==> src/logic/rspm_pkg.sv <==
// Shared constants for the reset-strap pin multiplexer.
// Assumes a 32-bit APB register port with word-aligned registers.
package rspm_pkg;
    // Register byte offsets
    localparam logic [7:0] RSPM_GPIO_EN_OFS = 8'h00;
    localparam logic [7:0] RSPM_GPIO_DIR_OFS = 8'h04;
    localparam logic [7:0] RSPM_GPIO_OUT_OFS = 8'h08;
    localparam logic [7:0] RSPM_GPIO_IN_OFS = 8'h0c;
    localparam logic [7:0] RSPM_STRAP_OFS = 8'h10;
    // Strap status fields
    localparam int RSPM_STRAP_WIDTH_BIT = 0;
    localparam int RSPM_STRAP_ATM_BIT = 1;
    localparam int RSPM_STRAP_PCI_BIT = 2;
    // Reset values of the software registers
    localparam logic [15:0] RSPM_GPIO_EN_RST = 16'h0000;
    localparam logic [15:0] RSPM_GPIO_DIR_RST = 16'h0000;
    localparam logic [15:0] RSPM_GPIO_OUT_RST = 16'h0000;
    // GPIO lines with a default peripheral: clock div4 (1), div6 (2), serial2 clock (8)
    localparam logic [15:0] RSPM_DEFAULT_ALT_MASK = 16'h0106;
    // GPIO lines that belong to the PCI function when its strap is set
    localparam logic [15:0] RSPM_PCI_GP_MASK = 16'hfe00;
    // Host data pin that carries the bus width strap
    localparam int RSPM_WIDTH_STRAP_PIN = 5;
    // Number of synchroniser stages on pin inputs
    localparam int RSPM_SYNC_STAGES = 2;
endpackage : rspm_pkg

==> src/logic/rspm_sync.sv <==
// Two-stage synchroniser for pin inputs.
// Assumes the inputs are asynchronous to mclk; no reset so straps flow during reset.
`timescale 1ns/1ns
`default_nettype none
module rspm_sync #(
    parameter int WIDTH = 1
) (
    // Clock
    input wire logic mclk,
    // Data
    input wire logic [WIDTH-1:0] async_in,
    output logic [WIDTH-1:0] sync_out
);
    logic [WIDTH-1:0] meta_q;
    // First stage is read only by the second stage
    always_ff @(posedge mclk) begin
        meta_q <= async_in;
        sync_out <= meta_q;
    end
endmodule : rspm_sync
`default_nettype wire

==> src/logic/rspm_top.sv <==
// Reset-strap pin multiplexer: straps, host data width, GPIO sharing, serial/ATM and PCI pins.
// Assumes an APB master on mclk, synchronous active-low reset held at least 3 edges,
// and board straps stable while reset is low.
//
// How it works
// Width strap 0 gives a 16-bit host port; upper host data pins float unless the PCI strap is high.
// Width strap 1 gives a 32-bit host port using all host data pins while the PCI strap is low.
// Software GPIO enable and direction may be rewritten at any time.
// Strap-selected functions come only from levels sampled at reset.
// Each strap-selected pin group has exactly one owning peripheral.
// After reset pins 1, 2, 8 carry div4 clock, div6 clock, serial2 clock.
// GPIO enable 1 hands the pin to GPIO instead of its peripheral, except PCI lines 9 to 15 under the PCI strap.
// Enabled GPIO pin is input with direction 0, output with direction 1.
// GPIO 9 to 15 usable only with PCI strap off and enable set.
// GPIO 9 to 15 have no default function; enables reset to 0.
// Shared serial-one and ATM address pins default to serial port one.
// ATM cell port stays disabled while its strap sampled 0.
// External drivers on other boot address pins keep reset defaults or float.
// ATM strap 1 gives shared pins to ATM and floats standalone serial-one pins.
// Shared host and PCI pins default to host port unless PCI strap is high.
// Straps are captured during reset, latched at release, held until next reset.
`timescale 1ns/1ns
`default_nettype none
module rspm_top
    import rspm_pkg::*;
#(
    parameter int GPIO_W = 16,
    parameter int SHARED_W = 4,
    parameter int SP1_SOLO_W = 4,
    parameter int ATM_SOLO_W = 4,
    parameter int HD_W = 32
) (
    // Clock and reset
    input wire logic mclk,
    input wire logic rstn,
    // APB slave
    input wire logic psel,
    input wire logic penable,
    input wire logic pwrite,
    input wire logic [7:0] paddr,
    input wire logic [31:0] pwdata,
    output logic [31:0] prdata,
    output logic pready,
    output logic pslverr,
    // Strap pins
    input wire logic atm_port_select_strap,
    input wire logic pci_func_strap,
    // Host data pins
    input wire logic [HD_W-1:0] host_data_pins_in,
    output logic [HD_W-1:0] host_data_pins_out,
    output logic [HD_W-1:0] host_data_pins_oe,
    // Host port and PCI engines on the host data pins
    input wire logic [HD_W-1:0] host_port_out,
    input wire logic [HD_W-1:0] host_port_oe,
    output logic [HD_W-1:0] host_port_in,
    input wire logic [HD_W-1:0] pci_ad_out,
    input wire logic [HD_W-1:0] pci_ad_oe,
    output logic [HD_W-1:0] pci_ad_in,
    // Mode status
    output logic host_port_16bit,
    output logic host_port_32bit,
    output logic pci_enable,
    output logic atm_enable,
    // GPIO pins
    input wire logic [GPIO_W-1:0] gpio_pins_in,
    output logic [GPIO_W-1:0] gpio_pins_out,
    output logic [GPIO_W-1:0] gpio_pins_oe,
    // Peripheral side of the GPIO pins (clock outputs, serial2 clock, PCI)
    input wire logic [GPIO_W-1:0] periph_gp_out,
    input wire logic [GPIO_W-1:0] periph_gp_oe,
    output logic [GPIO_W-1:0] periph_gp_in,
    // Shared serial-one / ATM address pins
    input wire logic [SHARED_W-1:0] shared_pins_in,
    output logic [SHARED_W-1:0] shared_pins_out,
    output logic [SHARED_W-1:0] shared_pins_oe,
    input wire logic [SHARED_W-1:0] sp1_shared_out,
    input wire logic [SHARED_W-1:0] sp1_shared_oe,
    output logic [SHARED_W-1:0] sp1_shared_in,
    input wire logic [SHARED_W-1:0] atm_shared_out,
    input wire logic [SHARED_W-1:0] atm_shared_oe,
    output logic [SHARED_W-1:0] atm_shared_in,
    // Standalone serial-one pins
    input wire logic [SP1_SOLO_W-1:0] sp1_solo_out,
    input wire logic [SP1_SOLO_W-1:0] sp1_solo_oe,
    output logic [SP1_SOLO_W-1:0] sp1_solo_pins_out,
    output logic [SP1_SOLO_W-1:0] sp1_solo_pins_oe,
    // Standalone ATM pins
    input wire logic [ATM_SOLO_W-1:0] atm_solo_out,
    input wire logic [ATM_SOLO_W-1:0] atm_solo_oe,
    output logic [ATM_SOLO_W-1:0] atm_solo_pins_out,
    output logic [ATM_SOLO_W-1:0] atm_solo_pins_oe
);
    import rspm_pkg::*;

    // Synchronised pin inputs
    logic atm_strap_s;
    logic pci_strap_s;
    logic [HD_W-1:0] hd_s;
    logic [GPIO_W-1:0] gp_s;
    logic [SHARED_W-1:0] sh_s;

    rspm_sync #(.WIDTH(2 + HD_W + GPIO_W + SHARED_W)) u_sync (
        .mclk(mclk),
        .async_in({atm_port_select_strap, pci_func_strap, host_data_pins_in,
                   gpio_pins_in, shared_pins_in}),
        .sync_out({atm_strap_s, pci_strap_s, hd_s, gp_s, sh_s})
    );

    // Latched straps
    logic width_q;
    logic atm_q;
    logic pci_q;

    // While reset is low the straps follow the pins; on release they freeze
    always_ff @(posedge mclk) begin
        if (!rstn) begin
            width_q <= hd_s[RSPM_WIDTH_STRAP_PIN]; // see R16
            atm_q <= atm_strap_s;
            pci_q <= pci_strap_s;
        end
    end

    // Mode status outputs; straps are never written by software
    always_ff @(posedge mclk) begin
        if (!rstn) begin
            host_port_16bit <= 1'b0;
            host_port_32bit <= 1'b0;
            pci_enable <= 1'b0;
            atm_enable <= 1'b0;
        end else begin
            host_port_16bit <= ~width_q;
            host_port_32bit <= width_q;
            pci_enable <= pci_q;
            atm_enable <= atm_q;
        end
    end

    // Software registers
    logic [GPIO_W-1:0] gp_en_q;
    logic [GPIO_W-1:0] gp_dir_q;
    logic [GPIO_W-1:0] gp_out_q;

    logic setup;
    logic access;
    logic mapped;
    assign setup = psel & ~penable;
    assign access = psel & penable & pready;
    assign mapped = (paddr == RSPM_GPIO_EN_OFS) || (paddr == RSPM_GPIO_DIR_OFS) ||
                    (paddr == RSPM_GPIO_OUT_OFS) || (paddr == RSPM_GPIO_IN_OFS) ||
                    (paddr == RSPM_STRAP_OFS);

    // Writes land on the access edge, any time during operation
    always_ff @(posedge mclk) begin
        if (!rstn) begin
            gp_en_q <= RSPM_GPIO_EN_RST[GPIO_W-1:0]; // see R6
            gp_dir_q <= RSPM_GPIO_DIR_RST[GPIO_W-1:0];
            gp_out_q <= RSPM_GPIO_OUT_RST[GPIO_W-1:0];
        end else if (access && pwrite) begin
            if (paddr == RSPM_GPIO_EN_OFS) begin
                gp_en_q <= pwdata[GPIO_W-1:0];
            end
            if (paddr == RSPM_GPIO_DIR_OFS) begin
                gp_dir_q <= pwdata[GPIO_W-1:0];
            end
            if (paddr == RSPM_GPIO_OUT_OFS) begin
                gp_out_q <= pwdata[GPIO_W-1:0];
            end
        end
    end

    // Read mux
    logic [31:0] rdata_d;
    always_comb begin
        rdata_d = 32'h0000_0000;
        unique case (paddr)
            RSPM_GPIO_EN_OFS: rdata_d[GPIO_W-1:0] = gp_en_q;
            RSPM_GPIO_DIR_OFS: rdata_d[GPIO_W-1:0] = gp_dir_q;
            RSPM_GPIO_OUT_OFS: rdata_d[GPIO_W-1:0] = gp_out_q;
            RSPM_GPIO_IN_OFS: rdata_d[GPIO_W-1:0] = gp_s;
            RSPM_STRAP_OFS: begin
                rdata_d[RSPM_STRAP_WIDTH_BIT] = width_q;
                rdata_d[RSPM_STRAP_ATM_BIT] = atm_q;
                rdata_d[RSPM_STRAP_PCI_BIT] = pci_q;
            end
            default: rdata_d = 32'h0000_0000;
        endcase
    end

    // One wait-free access: ready rises in the access cycle from the setup cycle
    always_ff @(posedge mclk) begin
        if (!rstn) begin
            pready <= 1'b0;
            pslverr <= 1'b0;
            prdata <= 32'h0000_0000;
        end else begin
            pready <= setup;
            pslverr <= setup & ~mapped;
            if (setup && !pwrite) begin
                prdata <= rdata_d;
            end
        end
    end

    // GPIO pin ownership per line
    logic [GPIO_W-1:0] pci_own;
    logic [GPIO_W-1:0] alt_own;
    logic [GPIO_W-1:0] gpio_own;
    assign pci_own = pci_q ? RSPM_PCI_GP_MASK[GPIO_W-1:0] : {GPIO_W{1'b0}};
    // PCI lines cannot be taken by GPIO while the PCI strap holds them
    assign gpio_own = gp_en_q & ~pci_own; // see R7 see R9
    assign alt_own = (RSPM_DEFAULT_ALT_MASK[GPIO_W-1:0] | pci_own) & ~gpio_own;

    genvar gi;
    generate
        for (gi = 0; gi < GPIO_W; gi++) begin : g_gp
            always_ff @(posedge mclk) begin
                if (!rstn) begin
                    gpio_pins_out[gi] <= 1'b0;
                    gpio_pins_oe[gi] <= 1'b0;
                    periph_gp_in[gi] <= 1'b0;
                end else if (gpio_own[gi]) begin
                    gpio_pins_out[gi] <= gp_out_q[gi];
                    gpio_pins_oe[gi] <= gp_dir_q[gi];
                    periph_gp_in[gi] <= 1'b0;
                end else if (alt_own[gi]) begin
                    gpio_pins_out[gi] <= periph_gp_out[gi];
                    gpio_pins_oe[gi] <= periph_gp_oe[gi];
                    periph_gp_in[gi] <= gp_s[gi];
                end else begin
                    // No owner: pin floats
                    gpio_pins_out[gi] <= 1'b0;
                    gpio_pins_oe[gi] <= 1'b0;
                    periph_gp_in[gi] <= 1'b0;
                end
            end
        end
    endgenerate

    // Host data pins: host port by default, PCI only with its strap
    logic [HD_W-1:0] hp_lane_mask;
    assign hp_lane_mask = width_q ? {HD_W{1'b1}} : {{(HD_W/2){1'b0}}, {(HD_W/2){1'b1}}};

    always_ff @(posedge mclk) begin
        if (!rstn) begin
            host_data_pins_out <= {HD_W{1'b0}};
            host_data_pins_oe <= {HD_W{1'b0}};
            host_port_in <= {HD_W{1'b0}};
            pci_ad_in <= {HD_W{1'b0}};
        end else if (pci_q) begin
            host_data_pins_out <= pci_ad_out; // see R15
            host_data_pins_oe <= pci_ad_oe;
            host_port_in <= {HD_W{1'b0}};
            pci_ad_in <= hd_s;
        end else begin
            host_data_pins_out <= host_port_out & hp_lane_mask;
            // Upper lanes stay high impedance in 16-bit mode
            host_data_pins_oe <= host_port_oe & hp_lane_mask; // see R1
            host_port_in <= hd_s & hp_lane_mask;
            pci_ad_in <= {HD_W{1'b0}};
        end
    end

    // Serial-one versus ATM pins; the strap is frozen so ownership never flips
    always_ff @(posedge mclk) begin
        if (!rstn) begin
            shared_pins_out <= {SHARED_W{1'b0}};
            shared_pins_oe <= {SHARED_W{1'b0}};
            sp1_shared_in <= {SHARED_W{1'b0}};
            atm_shared_in <= {SHARED_W{1'b0}};
        end else if (atm_q) begin
            shared_pins_out <= atm_shared_out; // see R14
            shared_pins_oe <= atm_shared_oe;
            sp1_shared_in <= {SHARED_W{1'b0}};
            atm_shared_in <= sh_s;
        end else begin
            shared_pins_out <= sp1_shared_out; // see R11
            shared_pins_oe <= sp1_shared_oe;
            sp1_shared_in <= sh_s;
            atm_shared_in <= {SHARED_W{1'b0}};
        end
    end

    always_ff @(posedge mclk) begin
        if (!rstn) begin
            sp1_solo_pins_out <= {SP1_SOLO_W{1'b0}};
            sp1_solo_pins_oe <= {SP1_SOLO_W{1'b0}};
            atm_solo_pins_out <= {ATM_SOLO_W{1'b0}};
            atm_solo_pins_oe <= {ATM_SOLO_W{1'b0}};
        end else begin
            // The disabled peripheral's standalone pins are tied off in high impedance
            sp1_solo_pins_out <= atm_q ? {SP1_SOLO_W{1'b0}} : sp1_solo_out;
            sp1_solo_pins_oe <= atm_q ? {SP1_SOLO_W{1'b0}} : sp1_solo_oe;
            atm_solo_pins_out <= atm_q ? atm_solo_out : {ATM_SOLO_W{1'b0}};
            atm_solo_pins_oe <= atm_q ? atm_solo_oe : {ATM_SOLO_W{1'b0}};
        end
    end
endmodule : rspm_top
`default_nettype wire

==> config.mk <==
export PLATFORM = sky130hd
export DESIGN_NAME = rspm_top
export DESIGN_NICKNAME = d
export VERILOG_FILES = /design/src/logic/rspm_pkg.sv /design/src/logic/rspm_sync.sv /design/src/logic/rspm_top.sv
export SDC_FILE = /design/constraint.sdc
export NUM_CORES = 1
export LEC_CHECK = 0
export BUFFER_PORTS_ARGS = -buffer_cell sky130_fd_sc_hd__clkbuf_2
export CAP_MARGIN = 25
export CORE_AREA = 3 3 209 211
export DETAILED_ROUTE_END_ITERATION = 16
export DIE_AREA = 0 0 212 214
export PLACE_DENSITY = 0.59
export SYNTH_ARGS = -nofsm -noshare
export SYNTH_HDL_FRONTEND = slang
export SYNTH_HIERARCHICAL = 1
export SYNTH_SLANG_ARGS = --single-unit
==> constraint.sdc <==
create_clock -name mclk -period 2.05 [get_ports mclk]
set_input_delay 0.41 -clock mclk [delete_from_list [all_inputs] [get_ports mclk]]
set_output_delay 0.41 -clock mclk [all_outputs]
set_load 0.01 [all_outputs]
## Yosys cells after proc, flatten, opt, wreduce, memory -nomap -nowiden

Index checks and enable logic that the tools add are counted.

- Bits of input ports: 291
- Logic and storage cells: 213
- Register bits after elaboration: 389
- Output and inout bits: 246

- Equal/unequal tests: 4
- Reduce and logical (&&, ||, !) cells: 31
- Multiplexer cells: 72
- Bitwise operators: 31

Operator list:

| operator | count |
|---|---|
| 32-bit AND | 3 |
| 32-bit 2-to-1 mux | 3 |
| 1-bit 2-to-1 mux | 64 |
| 13-bit one-hot mux with 4 select lines | 1 |
| 3-bit OR reduction | 16 |
| 16-bit AND | 2 |
| 16-bit NOT | 2 |
| 1-bit NOT | 20 |
| 8-bit by 4-bit == test with 1-bit output, second input constant | 2 |
| 16-bit 2-to-1 mux | 1 |
| 3-bit one-hot mux with 5 select lines | 1 |
| 2-bit AND reduction | 5 |
| 8-bit by 3-bit == test with 1-bit output, second input constant | 1 |
| 8-bit by 5-bit == test with 1-bit output, second input constant | 1 |
| 8-bit zero test | 1 |
| 4-bit 2-to-1 mux | 2 |
| 1-bit AND | 4 |
| 1-bit logical OR | 4 |
| 2-bit OR reduction | 2 |
| 1-bit logical AND | 2 |
| 1-bit zero test | 1 |

## Depth between registers and ports, before layout

- Depth after elaboration: 7
- Depth in mapped cells: 7
- Gate-level depth less buffers: 4

## Hierarchy

Netlist, hierarchy kept.

Modules (own cells, without submodules):

| module | cells an instance | area an instance (µm²) | instances | seq. area each (µm²) |
|---|---|---|---|---|
| rspm_top | 887 | 9,171.3 | 1 | 5,535.3 |
| rspm_sync | 108 | 2,162.1 | 1 | 2,162.1 |

## Worst setup path after synthesis

No wires, ideal clock.

- Kind: input to register
- Start: in paddr[4]
- End: reg gp_en_q[0]
- Stages: 6
- Setup time: 0.128 ns
- Slack: 0.494 ns
- Arrival time: 1.427 ns
- Path buffers: 2
- Required time: 1.922 ns
- Cells stage by stage: clkbuf_2 nor4_4 nand4_1 buf_2 nand3_1 o21ai_0

- Word-level cells in the longest chain between the ends: 2

RTL lines:

| item | line | RTL |
|---|---|---|
| from (decl) | rspm_top.sv:40 | `input wire logic [7:0] paddr,` |
| 8-bit zero test | rspm_top.sv:159 | `if (paddr == RSPM_GPIO_EN_OFS) begin` |
| 2-bit AND reduction (no line) | -- |  |
| to (signal assigned) | rspm_top.sv:155 | `gp_en_q <= RSPM_GPIO_EN_RST[GPIO_W-1:0];` |
| to (signal assigned) | rspm_top.sv:160 | `gp_en_q <= pwdata[GPIO_W-1:0];` |
| to (decl) | rspm_top.sv:139 | `logic [GPIO_W-1:0] gp_en_q;` |

No other way between the ends.
A chain may end at the register's enable or synchronous reset.

## Worst setup path in the final report

- Start: reg pci_q
- End: reg host_data_pins_oe[25]

- Word-level cells in the longest chain between the ends: 1

RTL lines:

| item | line | RTL |
|---|---|---|
| from (decl) | rspm_top.sv:112 | `logic pci_q;` |
| from (signal assigned) | rspm_top.sv:119 | `pci_q <= pci_strap_s;` |
| 32-bit 2-to-1 mux | rspm_top.sv:249 | `end else if (pci_q) begin` |
| to (signal assigned) | rspm_top.sv:246 | `host_data_pins_oe <= {HD_W{1'b0}};` |
| to (signal assigned) | rspm_top.sv:251 | `host_data_pins_oe <= pci_ad_oe;` |
| to (signal assigned) | rspm_top.sv:257 | `host_data_pins_oe <= host_port_oe & hp_lane_mask;` |
| to (decl) | rspm_top.sv:51 | `output logic [HD_W-1:0] host_data_pins_oe,` |

No other way between the ends.

==> tab_implementation.tex <==
\begin{tabular}{lr}
\hline
Metric & Value \\
\hline
\multicolumn{2}{l}{\textbf{Placed design}} \\
\quad Final weighted congestion of routability-driven global placement & 0.839 \\
\quad Final HPWL DP & 27,000 um \\
\quad Port Buf Inserts & 486 \\
\quad Post-placement worst setup slack & 0.192 ns \\
\multicolumn{2}{l}{\textbf{Yosys}} \\
\quad Synthesized instance count & 995 \\
\quad Xor and xnor fraction of the mapped netlist area & 0\% \\
\quad Count of flip-flops with a built-in enable after synthesis & 3 \\
\quad Cells taking the most area after synthesis & sky130\_fd\_sc\_hd\_\_dfxtp\_1 (67\%), sky130\_fd\_sc\_hd\_\_mux2i\_1 (5.4\%), sky130\_fd\_sc\_hd\_\_and3\_1 (4.4\%) \\
\quad Count of different cell masters after synthesis & 33 \\
\quad Share of the synthesized area in the top cell type & 67.1\% \\
\quad Mean post-synth cell area & 11.4 um\^{}2 \\
\quad Basic-gate share of the synthesized area counting and, or, nand and nor cells & 14.7\% \\
\quad Post-synth top area cell & sky130\_fd\_sc\_hd\_\_dfxtp\_1 \\
\quad Post-synthesis adder-cell area fraction & 0\% \\
\quad Count of yosys warnings during synthesis & 6 \\
\quad Share of synthesized flip-flops with an asynchronous set or reset & 0\% \\
\quad Synthesized flop and latch total & 383 \\
\quad Synthesized-area fraction occupied by ao, oa, aoi and oai cells & 7.29\% \\
\quad Proportion of synthesized area in mux cells & 5.88\% \\
\quad Post-synthesis instance area & 0.0113 mm\^{}2 \\
\quad Combinational family with the most area after synthesis & simple AND/OR/NAND/NOR gates \\
\quad Seq/Total Area, Yosys & 67.9\% \\
\quad Most used flip-flop cell after synthesis & sky130\_fd\_sc\_hd\_\_dfxtp\_1 \\
\multicolumn{2}{l}{\textbf{STA}} \\
\quad Rel. slew slack & 51.5\% \\
\quad Minimum period implied by the final worst setup slack & 1.67 ns \\
\quad Final max-slew violation count & 0 \\
\quad Min Hold Slack & 0.0559 ns \\
\quad Number of hold-slack violations in the final timing report & 0 \\
\quad Number of endpoints failing setup at the final stage & 0 \\
\quad Share of the cycle needed by the critical path after routing & 81.6\% \\
\quad Total Neg Setup Slack & 0 ns \\
\quad Tightest Pin Transition & 0.724 ns \\
\quad Slack of the critical path & 0.376 ns \\
\quad Maximum clock frequency & 0.597 GHz \\
\quad Worst Clk Skew & 0.0180 ns \\
\quad Unrepaired setup endpoints after global routing & false \\
\multicolumn{2}{l}{\textbf{Clock network}} \\
\quad Number of buffers inserted to repair setup after CTS & 0 \\
\quad Clock Sinks & 383 \\
\quad CTS Buf Count & 41 \\
\quad Post-cts hold buffer count & 54 \\
\quad Maximum level of the CTS H-tree & 2 \\
\quad Number of gates given a new drive strength after cts & 0 \\
\quad Worst-path clk slew & 0.06 ns \\
\quad Clock latency at the later pin of the worst-skew pair & 0.55 ns \\
\quad Clock tree from TritonCTS & built \\
\quad Worst-case clock buffer depth & 3 \\
\quad CTS root buffer & sky130\_fd\_sc\_hd\_\_clkbuf\_16 \\
\multicolumn{2}{l}{\textbf{Worst hold path}} \\
\quad Hold Crit Start & sp1\_solo\_out[0] \\
\quad Depth of the worst hold-timing path & 2 \\
\quad Path type of the worst min-delay path & input pin to flip-flop \\
\multicolumn{2}{l}{\textbf{Global routing}} \\
\quad Via count of the first global-routing pass & 9,249 \\
\quad Largest net degree at the start of global routing & 67 \\
\quad Number of antenna violations at the first check in global routing & 5 \\
\quad Total track usage & 15.5\% \\
\quad Total global routing overflow & 0 \\
\quad Global-route wire length before repair & 53,800 um \\
\multicolumn{2}{l}{\textbf{Final layout}} \\
\quad Number of inserted filler cells in the final layout & 4,139 \\
\quad Highest-count cells in the layout ignoring fill and taps & sky130\_fd\_sc\_hd\_\_clkbuf\_2 (485), sky130\_fd\_sc\_hd\_\_dfxtp\_1 (380), sky130\_fd\_sc\_hd\_\_and3\_1 (79), sky130\_fd\_sc\_hd\_\_nor2\_1 (74), sky130\_fd\_sc\_hd\_\_nand3\_1 (74) \\
\quad Most common library cell in the layout ignoring fill and taps & sky130\_fd\_sc\_hd\_\_clkbuf\_2 \\
\quad Area growth from synthesis to layout & 42.8\% \\
\quad Share of final-layout standard cells stronger than drive strength 1 & 37.6\% \\
\quad Final layout net count & 1,820 \\
\quad End-of-flow core utilization & 38.6\% \\
\multicolumn{2}{l}{\textbf{Route}} \\
\quad Routed vias/inst & 4.30 \\
\quad Total wire length & 36,500 um \\
\quad Initial drt markers & 362 \\
\quad ANT nets after route & 0 \\
\quad Mean routed wirelength per cell & 17.4 um \\
\quad Total number of vias & 9,032 \\
\quad Post-detailed-route DRC marker count & 0 \\
\quad DRT Pass-1 Iters & 4 \\
\multicolumn{2}{l}{\textbf{Floorplanning}} \\
\quad Die Ht & 214 um \\
\quad Die area & 0.0454 mm\^{}2 \\
\quad Die span in x & 212 um \\
\quad Placeable core area & 0.0419 mm\^{}2 \\
\quad Standard-cell rows & 75 \\
\quad I/O pin count & 537 \\
\quad Initial Util & 27.0\% \\
\multicolumn{2}{l}{\textbf{Run}} \\
\quad Number of max-cap violations & 0 \\
\multicolumn{2}{l}{\textbf{Critical path}} \\
\quad Maximum fanout count along the critical path & 19 \\
\quad Endpoint arrival time on the critical path & 2.16 ns \\
\quad Startpoint type of the worst setup path & flip-flop \\
\quad Path type of the worst setup path & flip-flop to flip-flop \\
\quad Nature of the critical path endpoint & flip-flop \\
\quad Start of the worst register-to-register path & pci\_q \\
\quad Flop-to-flop setup slack & 0.38 ns \\
\quad Crit path launch & pci\_q \\
\quad Worst Path Required & 2.53 ns \\
\quad Worst reg2reg path depth & 4 \\
\multicolumn{2}{l}{\textbf{Power}} \\
\quad Static leakage power & 7.86 nW \\
\quad Power share of the clock group & 44.9\% \\
\quad Internal power consumption & 12.6 mW \\
\quad Power share of the combinational group & 7.0\% \\
\quad Worst IR drop on VDD & 600 uV \\
\quad Fraction of power consumed by sequential logic & 48.1\% \\
\quad Switching share of power & 22.8\% \\
\quad Switching power total & 3.73 mW \\
\quad P per Cell Area & 1010 mW/mm\^{}2 \\
\quad Final total power & 16.3 mW \\
\multicolumn{2}{l}{\textbf{Status}} \\
\quad Result of the run & completed \\
\hline
\end{tabular}
## registers in the layout, summed over array words and instances (netlist names), 32 cells and up
signal,flops
host_port_in,32
host_data_pins_oe,32
u_sync/sync_out,54
host_data_pins_out,32
u_sync/meta_q,54
pci_ad_in,32
## kinds of logic after synthesis
group | count (synthesis)
other cells | 1
mux | 65
buf+inv | 93
simple gates | 324
compound gates | 129
flops | 383
## metrics by stage
step | std cells | instance area [um^2]
final | 2101 | 16200
after global routing | 2101 | 16200
after CTS | 2099 | 16200
after detailed placement | 1971 | 14300
after global placement | 1971 | 14300
after floorplan | 1016 | 11400
## critical path, cell delays in order, from the launching register on
cell	delay [ns]
sky130_fd_sc_hd__edfxtp_1	0.43
sky130_fd_sc_hd__nor2_4	0.15
sky130_fd_sc_hd__and2_1	0.51
sky130_fd_sc_hd__buf_4	0.34
sky130_fd_sc_hd__a22o_1	0.17
## final timing paths
check,to
hold / removal,sp1_solo_pins_out[0]
hold reg to reg,u_sync/sync_out[5]
setup reg to reg,host_data_pins_oe[25]
setup / recovery,host_data_pins_oe[25]
## metal layers
layer / part of all wire [%] / vias up / global-route usage, %
met5: 0.049 / - / 0
met4: 2.9 / 2 / 6.45
met3: 7.9 / 64 / 4.36
met2: 51 / 349 / 27.8
met1: 39 / 4187 / 17.0
li1: - / 4430 / -
## synthesized netlist by cell type, types with 2 or more instances
library cell	n
sky130_fd_sc_hd__nor2b_1	2
sky130_fd_sc_hd__nand4_1	3
sky130_fd_sc_hd__clkbuf_1	42
sky130_fd_sc_hd__nand3_1	74
sky130_fd_sc_hd__buf_1	6
sky130_fd_sc_hd__nand3b_1	6
sky130_fd_sc_hd__and3_1	79
sky130_fd_sc_hd__buf_6	2
sky130_fd_sc_hd__o21ai_1	5
sky130_fd_sc_hd__mux2i_1	61
sky130_fd_sc_hd__buf_2	17
sky130_fd_sc_hd__and2_1	33
sky130_fd_sc_hd__buf_4	24
sky130_fd_sc_hd__a22o_1	33
sky130_fd_sc_hd__o21ai_0	59
sky130_fd_sc_hd__o221a_2	3
sky130_fd_sc_hd__nand2_1	46
sky130_fd_sc_hd__edfxtp_1	3
sky130_fd_sc_hd__mux2_2	3
sky130_fd_sc_hd__a22oi_1	15
sky130_fd_sc_hd__dfxtp_1	380
sky130_fd_sc_hd__a21oi_1	14
sky130_fd_sc_hd__nor2_1	75
## layout make-up
class / instances / area, um^2 / area share, %
Clock buffer: 54 / 1170 / 7.21
Sequential cell: 383 / 7700 / 47.6
Timing Repair Buffer: 562 / 3190 / 19.7
Multi-Input combinational cell: 540 / 3250 / 20.1
Tap cell: 539 / 674 / 4.17
Clock inverter: 20 / 198 / 1.22
Inverter: 1 / 3.75 / 0.0232
Antenna cell: 2 / 5.00 / 0.0309
## power groups by stage
stage | combinational, mW | sequential, mW | clock (mW)
2_1_floorplan | 0.395 | 8.10 | 0
3_3_place_gp | 1.06 | 8.02 | 0
3_5_place_dp | 1.07 | 8.02 | 0
4_1_cts | 1.16 | 7.86 | 7.59
5_1_grt | 1.25 | 7.88 | 7.90
6_report | 1.14 | 7.86 | 7.34
Power figures use the tool's default switching activity.
